[config.mk]
export PLATFORM = sky130hd
export DESIGN_NAME = fcd_host
export DESIGN_NICKNAME = d
export VERILOG_FILES = /design/src/verilog/fcd_pkg.sv /design/src/verilog/fcd_host.sv
export SDC_FILE = /design/constraint.sdc
export NUM_CORES = 1
export LEC_CHECK = 0
export BUFFER_PORTS_ARGS = -buffer_cell sky130_fd_sc_hd__buf_2
export CAP_MARGIN = 20
export CORE_MARGIN = 10
export CORE_UTILIZATION = 40
export DETAILED_ROUTE_END_ITERATION = 10
export PLACE_DENSITY = 0.58
export SYNTH_ARGS = -nofsm -noshare
export SYNTH_HDL_FRONTEND = slang
export SYNTH_SLANG_ARGS = --single-unit
export TNS_END_PERCENT = 100
[constraint.sdc]
create_clock -name clk -period 4.7 [get_ports clk]
set_input_delay 0.47 -clock clk [delete_from_list [all_inputs] [get_ports clk]]
set_output_delay 0.47 -clock clk [all_outputs]
set_load 0.01 [all_outputs]
[src/verilog/fcd_pkg.sv]
package fcd_pkg;

  // ----------------------------------------
  // Register map
  // ----------------------------------------
  localparam logic [7:0] REG_CMD = 8'h00;
  localparam logic [7:0] REG_ADDR = 8'h04;
  localparam logic [7:0] REG_WDATA = 8'h08;
  localparam logic [7:0] REG_RDATA = 8'h0c;
  localparam logic [7:0] REG_STATUS = 8'h10;
  localparam logic [7:0] REG_ACCEL = 8'h14;
  localparam int ST_BUSY = 0;
  localparam int ST_DONE = 1;
  localparam int ST_TOGGLING = 2;
  localparam int ST_REFUSED = 3;

  // ----------------------------------------
  // Flash bus widths and codes
  // ----------------------------------------
  localparam int AW = 23;
  localparam int DW = 16;
  localparam int BANK_LSB = 20;
  localparam int SECTOR_LSB = 12;
  localparam int TOGGLE_BIT = 6;
  localparam logic [11:0] A_555 = 12'h555;
  localparam logic [11:0] A_2AA = 12'h2aa;
  localparam logic [11:0] A_55 = 12'h055;
  localparam logic [7:0] D_UNLOCK1 = 8'haa;
  localparam logic [7:0] D_UNLOCK2 = 8'h55;
  localparam logic [7:0] D_RESET = 8'hf0;
  localparam logic [7:0] D_IDENT = 8'h90;
  localparam logic [7:0] D_PROG = 8'ha0;
  localparam logic [7:0] D_ERASE = 8'h80;
  localparam logic [7:0] D_CHIP = 8'h10;
  localparam logic [7:0] D_SECTOR = 8'h30;
  localparam logic [7:0] D_SUSPEND = 8'hb0;
  localparam logic [7:0] D_RESUME = 8'h30;
  localparam logic [7:0] D_QUERY = 8'h98;
  localparam logic [7:0] D_BYPASS = 8'h20;
  localparam logic [7:0] D_EXIT2 = 8'h00;

  // ----------------------------------------
  // Timing
  // ----------------------------------------
  localparam int CLK_NS = 100;
  localparam int T_WE_LOW_NS = 100;
  localparam int T_ACCESS_NS = 300;
  localparam int SYNC_CYC = 3;
  localparam int WE_LOW_CYC = (T_WE_LOW_NS + CLK_NS - 1) / CLK_NS;
  localparam int ACCESS_CYC = (T_ACCESS_NS + CLK_NS - 1) / CLK_NS + SYNC_CYC;

  // ----------------------------------------
  // Commands and carriers
  // ----------------------------------------
  typedef enum logic [3:0] {
    C_READ, C_RESET, C_IDENT, C_PROGRAM, C_CHIP_ERASE, C_SECTOR_ERASE,
    C_SUSPEND, C_RESUME, C_QUERY, C_ACCEL_PROG, C_BYPASS_ENTRY,
    C_BYPASS_PROG, C_BYPASS_ERASE, C_BYPASS_QUERY, C_BYPASS_EXIT, C_POLL
  } fcd_cmd_t;

  typedef struct packed {
    logic [AW-1:0] addr;
    logic [DW-1:0] dq_out;
    logic dq_oe;
    logic ce_n;
    logic we_n;
    logic oe_n;
    logic protect_accelerate_pin;
  } fcd_pins_t;

  typedef struct packed {
    logic rd;
    logic [AW-1:0] a;
    logic [DW-1:0] d;
  } fcd_step_t;

endpackage : fcd_pkg

[src/verilog/fcd_host.sv]
// Design decisions made here: the register offsets and the APB register port.
`timescale 1ns/1ps
module fcd_host
  import fcd_pkg::*;
(
  input wire logic clk,
  input wire logic rst,
  input wire logic psel,
  input wire logic penable,
  input wire logic pwrite,
  input wire logic [7:0] paddr,
  input wire logic [31:0] pwdata,
  output logic [31:0] prdata,
  output logic pready,
  output logic pslverr,
  output fcd_pins_t pins,
  input wire logic [DW-1:0] dq_in
);

  typedef enum {S_IDLE, S_SETUP, S_STROBE, S_HOLD, S_READ} fcd_state_t;

  fcd_state_t state, next_state;
  fcd_cmd_t cmd, next_cmd;
  logic [2:0] step, next_step;
  logic [3:0] cnt, next_cnt;
  logic [AW-1:0] op_addr, next_op_addr;
  logic [DW-1:0] op_data, next_op_data;
  logic [DW-1:0] rd_last, next_rd_last;
  logic [DW-1:0] rd_prev, next_rd_prev;
  logic done, next_done;
  logic refused, next_refused;
  logic accel, next_accel;
  fcd_pins_t next_pins;
  logic [DW-1:0] s1, s2, s3, rd_stable, next_rd_stable;
  fcd_step_t cur;
  logic [2:0] n_steps;
  logic wr_en, rd_en, mapped, start;

  // ----------------------------------------
  // Sequence table
  // ----------------------------------------
  function automatic fcd_step_t seq(input fcd_cmd_t c, input logic [2:0] i,
                                    input logic [AW-1:0] ua, input logic [DW-1:0] ud);
    fcd_step_t s;
    logic [AW-1:0] hi;
    s = '0;
    hi = {ua[AW-1:SECTOR_LSB], 12'h000};
    // unlock cycles use low bits only
    s.a = {{(AW-12){1'b0}}, (i[0] ? A_2AA : A_555)};
    s.d = {8'h00, (i[0] ? D_UNLOCK2 : D_UNLOCK1)};
    case (c)
      // reads go only where software points
      C_READ: begin
        s.rd = 1'b1;
        s.a = ua;
      end
      C_RESET: s.d = {8'h00, D_RESET};
      C_IDENT: begin
        if (i == 3'd2) begin
          s.a = {ua[AW-1:BANK_LSB], {(BANK_LSB-12){1'b0}}, A_555};
          s.d = {8'h00, D_IDENT};
        end else if (i == 3'd3) begin
          // bank and offset from host address
          s.rd = 1'b1;
          s.a = ua;
        end
      end
      C_PROGRAM: begin
        if (i == 3'd2) begin
          s.d = {8'h00, D_PROG};
        end else if (i == 3'd3) begin
          s.a = ua;
          s.d = ud;
        end
      end
      C_CHIP_ERASE, C_SECTOR_ERASE: begin
        if (i == 3'd2) begin
          s.d = {8'h00, D_ERASE};
        end else if (i == 3'd5) begin
          s.a = (c == C_SECTOR_ERASE) ? hi : {{(AW-12){1'b0}}, A_555};
          s.d = {8'h00, (c == C_SECTOR_ERASE) ? D_SECTOR : D_CHIP};
        end else if (i >= 3'd3) begin
          s.a = {{(AW-12){1'b0}}, (i == 3'd4 ? A_2AA : A_555)};
          s.d = {8'h00, (i == 3'd4 ? D_UNLOCK2 : D_UNLOCK1)};
        end
      end
      // single-cycle suspend and resume at bank
      C_SUSPEND, C_RESUME: begin
        s.a = {ua[AW-1:BANK_LSB], {BANK_LSB{1'b0}}};
        s.d = {8'h00, (c == C_SUSPEND) ? D_SUSPEND : D_RESUME};
      end
      C_QUERY: begin
        s.a = {ua[AW-1:BANK_LSB], {(BANK_LSB-12){1'b0}}, A_55};
        s.d = {8'h00, D_QUERY};
      end
      C_ACCEL_PROG, C_BYPASS_PROG: begin
        s.a = (i == 3'd0) ? '0 : ua;
        s.d = (i == 3'd0) ? {8'h00, D_PROG} : ud;
      end
      C_BYPASS_ENTRY: begin
        if (i == 3'd2) begin
          s.d = {8'h00, D_BYPASS};
        end
      end
      C_BYPASS_ERASE: begin
        s.a = '0;
        s.d = {8'h00, (i == 3'd0) ? D_ERASE : D_CHIP};
      end
      C_BYPASS_QUERY: begin
        s.a = '0;
        s.d = {8'h00, D_QUERY};
      end
      C_BYPASS_EXIT: begin
        s.a = '0;
        s.d = {8'h00, (i == 3'd0) ? D_IDENT : D_EXIT2};
      end
      C_POLL: begin
        s.rd = 1'b1;
        s.a = ua;
      end
      default: s = '0;
    endcase
    return s;
  endfunction : seq

  always_comb begin
    case (cmd)
      C_READ, C_RESET, C_SUSPEND, C_RESUME, C_QUERY, C_BYPASS_QUERY: n_steps = 3'd1;
      C_ACCEL_PROG, C_BYPASS_PROG, C_BYPASS_ERASE, C_BYPASS_EXIT, C_POLL: n_steps = 3'd2;
      C_BYPASS_ENTRY: n_steps = 3'd3;
      C_IDENT, C_PROGRAM: n_steps = 3'd4;
      default: n_steps = 3'd6;
    endcase
  end

  assign cur = seq(cmd, step, op_addr, op_data);

  // ----------------------------------------
  // APB slave
  // ----------------------------------------
  assign pready = 1'b1;
  assign mapped = (paddr == REG_CMD) || (paddr == REG_ADDR) || (paddr == REG_WDATA) ||
                  (paddr == REG_RDATA) || (paddr == REG_STATUS) || (paddr == REG_ACCEL);
  assign pslverr = psel && penable && !mapped;
  assign wr_en = psel && penable && pwrite && mapped;
  assign rd_en = psel && penable && !pwrite;
  assign start = wr_en && (paddr == REG_CMD) && (state == S_IDLE) &&
                 !((fcd_cmd_t'(pwdata[3:0]) == C_ACCEL_PROG) && !accel);

  always_comb begin
    prdata = 32'h0000_0000;
    if (rd_en) begin
      case (paddr)
        REG_CMD: prdata = {28'h000_0000, cmd};
        REG_ADDR: prdata = {{(32-AW){1'b0}}, op_addr};
        REG_WDATA: prdata = {16'h0000, op_data};
        REG_RDATA: prdata = {rd_prev, rd_last};
        REG_STATUS: prdata = {28'h000_0000, refused,
                              rd_prev[TOGGLE_BIT] ^ rd_last[TOGGLE_BIT],
                              done, state != S_IDLE};
        REG_ACCEL: prdata = {31'h0000_0000, accel};
        default: prdata = 32'h0000_0000;
      endcase
    end
  end

  // ----------------------------------------
  // Sequencer
  // ----------------------------------------
  always_comb begin
    next_state = state;
    next_cmd = cmd;
    next_step = step;
    next_cnt = cnt;
    next_op_addr = op_addr;
    next_op_data = op_data;
    next_rd_last = rd_last;
    next_rd_prev = rd_prev;
    next_done = done;
    next_refused = refused;
    next_accel = accel;
    if (wr_en && paddr == REG_ADDR && state == S_IDLE) begin
      next_op_addr = pwdata[AW-1:0];
    end
    if (wr_en && paddr == REG_WDATA && state == S_IDLE) begin
      next_op_data = pwdata[DW-1:0];
    end
    if (wr_en && paddr == REG_ACCEL && state == S_IDLE) begin
      next_accel = pwdata[0];
    end
    if (wr_en && paddr == REG_STATUS) begin
      if (pwdata[ST_DONE]) next_done = 1'b0;
      if (pwdata[ST_REFUSED]) next_refused = 1'b0;
    end
    if (wr_en && paddr == REG_CMD && !start) begin
      next_refused = 1'b1;
    end
    case (state)
      S_IDLE: begin
        if (start) begin
          next_cmd = fcd_cmd_t'(pwdata[3:0]);
          next_step = 3'd0;
          next_state = S_SETUP;
        end
      end
      S_SETUP: begin
        next_cnt = 4'd0;
        next_state = cur.rd ? S_READ : S_STROBE;
      end
      S_STROBE: begin
        next_cnt = cnt + 4'd1;
        if (cnt == 4'(WE_LOW_CYC - 1)) next_state = S_HOLD;
      end
      S_HOLD, S_READ: begin
        next_cnt = cnt + 4'd1;
        if (state == S_HOLD || cnt == 4'(ACCESS_CYC - 1)) begin
          if (state == S_READ) begin
            next_rd_prev = rd_last;
            next_rd_last = rd_stable;
          end
          if (step == n_steps - 3'd1) begin
            next_state = S_IDLE;
            next_done = 1'b1;
          end else begin
            next_step = step + 3'd1;
            next_state = S_SETUP;
          end
        end
      end
      default: next_state = S_IDLE;
    endcase
  end

  // ----------------------------------------
  // Pin drive
  // ----------------------------------------
  always_comb begin
    next_pins = pins;
    // accelerate level held by software setting
    next_pins.protect_accelerate_pin = accel;
    next_pins.ce_n = 1'b1;
    next_pins.we_n = 1'b1;
    next_pins.oe_n = 1'b1;
    next_pins.dq_oe = 1'b0;
    case (next_state)
      S_SETUP: begin
        next_pins.addr = seq(next_cmd, next_step, next_op_addr, next_op_data).a;
        next_pins.dq_out = seq(next_cmd, next_step, next_op_addr, next_op_data).d;
        next_pins.ce_n = 1'b0;
        next_pins.dq_oe = !seq(next_cmd, next_step, next_op_addr, next_op_data).rd;
      end
      S_STROBE: begin
        next_pins.ce_n = 1'b0;
        next_pins.we_n = 1'b0;
        next_pins.dq_oe = 1'b1;
      end
      S_HOLD: next_pins.dq_oe = 1'b1;
      S_READ: begin
        next_pins.ce_n = 1'b0;
        next_pins.oe_n = 1'b0;
      end
      default: next_pins.dq_oe = 1'b0;
    endcase
  end

  // Read data synchroniser
  always_comb begin
    next_rd_stable = (s2 == s3) ? s3 : rd_stable;
  end

  always_ff @(posedge clk) begin
    s1 <= dq_in;
    s2 <= s1;
    s3 <= s2;
    if (rst) begin
      state <= S_IDLE;
      cmd <= C_READ;
      step <= 3'd0;
      cnt <= 4'd0;
      op_addr <= '0;
      op_data <= '0;
      rd_last <= '0;
      rd_prev <= '0;
      done <= 1'b0;
      refused <= 1'b0;
      accel <= 1'b0;
      rd_stable <= '0;
      pins <= '{addr: '0, dq_out: '0, dq_oe: 1'b0, ce_n: 1'b1, we_n: 1'b1,
                oe_n: 1'b1, protect_accelerate_pin: 1'b0};
    end else begin
      state <= next_state;
      cmd <= next_cmd;
      step <= next_step;
      cnt <= next_cnt;
      op_addr <= next_op_addr;
      op_data <= next_op_data;
      rd_last <= next_rd_last;
      rd_prev <= next_rd_prev;
      done <= next_done;
      refused <= next_refused;
      accel <= next_accel;
      rd_stable <= next_rd_stable;
      pins <= next_pins;
    end
  end

  // ----------------------------------------
  // Checks
  // ----------------------------------------
  a_we_in_ce: assert property (@(posedge clk) disable iff (rst)
    !pins.we_n |-> !pins.ce_n && pins.dq_oe) else $error("we low outside chip select");
  a_addr_held: assert property (@(posedge clk) disable iff (rst)
    $fell(pins.we_n) |=> $stable(pins.addr) && $stable(pins.dq_out) && pins.we_n)
    else $error("address or data moved around strobe");
  a_rd_wr_excl: assert property (@(posedge clk) disable iff (rst)
    !pins.oe_n |-> pins.we_n && !pins.dq_oe) else $error("read and write overlap");
  a_reset_code: assert property (@(posedge clk) disable iff (rst)
    !pins.we_n && cmd == C_RESET |-> pins.dq_out == 16'h00f0) else $error("bad reset code");
  a_unlock_first: assert property (@(posedge clk) disable iff (rst)
    $fell(pins.we_n) && cmd == C_PROGRAM && step == 3'd0 |->
    pins.addr == 23'h000555 && pins.dq_out == 16'h00aa) else $error("bad first unlock");
  a_suspend_bank: assert property (@(posedge clk) disable iff (rst)
    !pins.we_n && cmd == C_SUSPEND |-> pins.dq_out == 16'h00b0 &&
    pins.addr[19:0] == 20'h00000) else $error("bad suspend cycle");
  a_start_busy: assert property (@(posedge clk) disable iff (rst)
    start |=> state == S_SETUP ##1 !pins.ce_n) else $error("command did not start");
  a_read_len: assert property (@(posedge clk) disable iff (rst)
    $fell(pins.oe_n) |-> !pins.oe_n [*6] ##1 pins.oe_n) else $error("read length wrong");
  a_accel_hold: assert property (@(posedge clk) disable iff (rst)
    cmd == C_ACCEL_PROG && state != S_IDLE |-> pins.protect_accelerate_pin)
    else $error("accelerate pin dropped");

endmodule : fcd_host

==> flow_metrics.env <==
export IMPL_cts_setup_buffers=0
export IMPL_grt_start_max_net_pins=63
export IMPL_die_x_um=173
export IMPL_yosys_warnings=0
export IMPL_synth_top_area_share_pct=48.7
export IMPL_yosysMostFrequentCell="dfxtp_1"
export IMPL_avgRoutedWirePerCell_um=18.7
export IMPL_grt_pass1_vias=7630
export IMPL_ant_nets=0
export IMPL_start_util_pct=41.0
export IMPL_cts_tree="built"
export IMPL_avgViaCountPerCell=5.26
export IMPL_grt_pass1_wl_mm=44.1
export IMPL_layout_min_cycle_time_ns=3.89
export IMPL_layout_drive_gt1_share_pct=19.1
export IMPL_synth_edff_count=0
export IMPL_synth_distinct_cells=84
export IMPL_diodes=0
export IMPL_drtIter0Drc=655
export IMPL_clkSinkCount=228
export IMPL_netlist_instances=1024
export IMPL_clkLatencyLatePin_ns=0.54
export IMPL_post_route_period_util_pct=82.7
export IMPL_antenna_found_initial=0
export IMPL_ys_flop_type="dfxtp_1"
export IMPL_numCtsBuffers=25
export IMPL_grt_overflow_total=0
export IMPL_cp_arrival_ns=4.28
export IMPL_port_buffers=128
export IMPL_min_path_type="input pin to flop"
export IMPL_report_final_slew_viol_count=0
export IMPL_dpl_hpwl_mm=20.4
export IMPL_status="finished clean"
export IMPL_dp_slack_ns=0.829
export IMPL_grtUsageTotal_pct=17.9
export IMPL_setup_viol=0
export IMPL_cp_end_kind="flop"
export IMPL_die_area_um2=29900
export IMPL_row_count=55
export IMPL_ios=139
export IMPL_powerDensity_nw_per_um2=371
export IMPL_die_h_um=173
export IMPL_worstRegToRegCells=9
export IMPL_fin_nets=1237
export IMPL_cts_hold_buf=0
export IMPL_firstDrtPassIters=6
export IMPL_fmax_ghz=0.257
export IMPL_finalHoldViolations=0
export IMPL_cts_resized=0
export IMPL_rsz0062_at_grt="no"
export IMPL_drcViolationCount=0
export IMPL_post_synth_cell_area_avg_um2=9.15
export IMPL_relSlewSlack_pct=38.6
export IMPL_place_gp_congestion=0.894
export IMPL_routed_wl_mm=28.1
export IMPL_path_class="flop to flop"
export IMPL_synth_commonest_cells="dfxtp_1 (228), nor2_1 (159), nand2_1 (115)"
export IMPL_worst_pin_slew_ns=0.918
export IMPL_worstPathMaxFanout=9
export IMPL_ys_seq_area_share_pct=48.7
export IMPL_coreArea_um2=22800
export IMPL_cp_start_kind="flop"
export IMPL_fin_setup_tns_ns=0
export IMPL_htreeDepth=1
export IMPL_yosysTopAreaCell="dfxtp_1"
export IMPL_ys_ff_latch=228
export IMPL_p_leak_nw=4.74
export IMPL_vias=7885
export IMPL_drv_cap=0
export IMPL_cts_root_buffer="clkbuf_16"
export IMPL_syn_cell_area_um2=9370
export IMPL_area_growth_pct=21.0
export IMPL_async_flop_share_pct=0
export IMPL_crit_required_ns=5.10
export IMPL_clock_skew_final_ns=0.0147
export IMPL_ir_worst_vdd_mv=0.303
export IMPL_synth_area_leaders="dfxtp_1 (49%), mux2i_1 (8.2%), nor2_1 (6.4%), nand2_1 (4.6%), a21oi_1 (4.1%)"
export IMPL_path_clk_slew_ns=0.06
export IMPL_clockBufferDepth=3
export IMPL_worst_slack_ns=0.814
export IMPL_holdPathStages=1
[registers in the layout, indices dropped and copies added, names as in the netlist, 16 cells and up]
signal	cells
rd_prev	16
rd_last	16
s1	16
state	32
rd_stable	16
s2	16
op_data	16
s3	16
op_addr	23
pins	44
[report_power, final]
part           internal (mW)  total (mW)  switching [mW]  leakage (nW)
Sequential              1.97        1.98          0.0169          1.87
Combinational         0.0380       0.109          0.0708          2.44
Clock                   1.28        2.12           0.833         0.435
[per-layer routing]
metal | up-vias | share of wire (%) | GRT usage [%]
li1 | 3874 | - | -
met1 | 3697 | 49 | 25.2
met2 | 269 | 43 | 26.9
met3 | 45 | 6.7 | 4.12
met4 | 0 | 2.1 | 4.49
met5 | - | 0 | 0
[stage by stage]
| step | total power, mW | hold slack, ns | area [um2] | std cells | utilization (%) |
|---|---|---|---|---|---|
| detailed placement | 2.14 | 0.312 | 10400 | 1454 | 45.7 |
| CTS | 4.25 | 0.0146 | 11300 | 1500 | 49.6 |
| global placement | 2.14 | 0.311 | 10400 | 1454 | 45.7 |
| floorplan | 2.08 | 0.310 | 9470 | 1052 | - |
| finish | 4.21 | 0.0343 | 11300 | 1500 | 49.6 |
| global route | 4.35 | 0.0185 | 11300 | 1500 | 49.6 |
[cells by family after synthesis]
logic type | Yosys count | share of synthesized area [%]
flops | 228 | 48.7
other cells | 2 | 0.0802
buf+inv | 68 | 2.94
compound gates | 198 | 14.5
simple gates | 409 | 20.7
xor+xnor | 23 | 2.31
fa+ha+maj | 8 | 1.07
mux | 88 | 9.67
[path summary, 6_finish.rpt]
kind	to	startpoint	slack, ns
setup reg to reg	pins[43]$_SDFFE_PP0N_	state[2]$_SDFF_PP0_	0.81
setup / recovery	pins[43]$_SDFFE_PP0N_	state[2]$_SDFF_PP0_	0.81
hold reg to reg	s2[8]$_DFF_P_	s1[8]$_DFF_P_	0.32
hold / removal	s1[11]$_DFF_P_	dq_in[11]	0.03
[area by class of cell]
class / instances / area [um2]
clock buffers: 28 / 647
clock inverters: 18 / 253
fillers: 2253 / 11500
inverters: 12 / 45.0
multi-input cells: 756 / 4650
flip-flops and latches: 228 / 4560
well taps: 313 / 392
repair buffers: 145 / 783
[critical path, cell delays in order, from the launching register on]
cell and delay, ns:
dfxtp_1 0.40, nor4_4 0.49, nand2_1 0.24, nor4b_2 0.62
a221oi_1 0.23, o41ai_1 0.69, nand2_1 0.31, a2111oi_0 0.43
or3_4 0.25, o31ai_2 0.07
[placed cells by master (no fill, tap or decap), types with 9 or more instances in the layout]
cell type,instances
buf_2,127
and3_1,12
conb_1,30
xor2_1,18
nor4_1,18
nor2b_1,12
nor2_1,158
nand2b_1,9
o21ai_0,24
nand2_1,115
a21oi_1,77
nor3_1,14
buf_4,17
nand3_1,16
mux2_2,10
dfxtp_1,228
mux2i_1,77
clkbuf_16,25
nand4_1,10
inv_1,12
a22o_1,9
(Power assumes the default switching activity.)
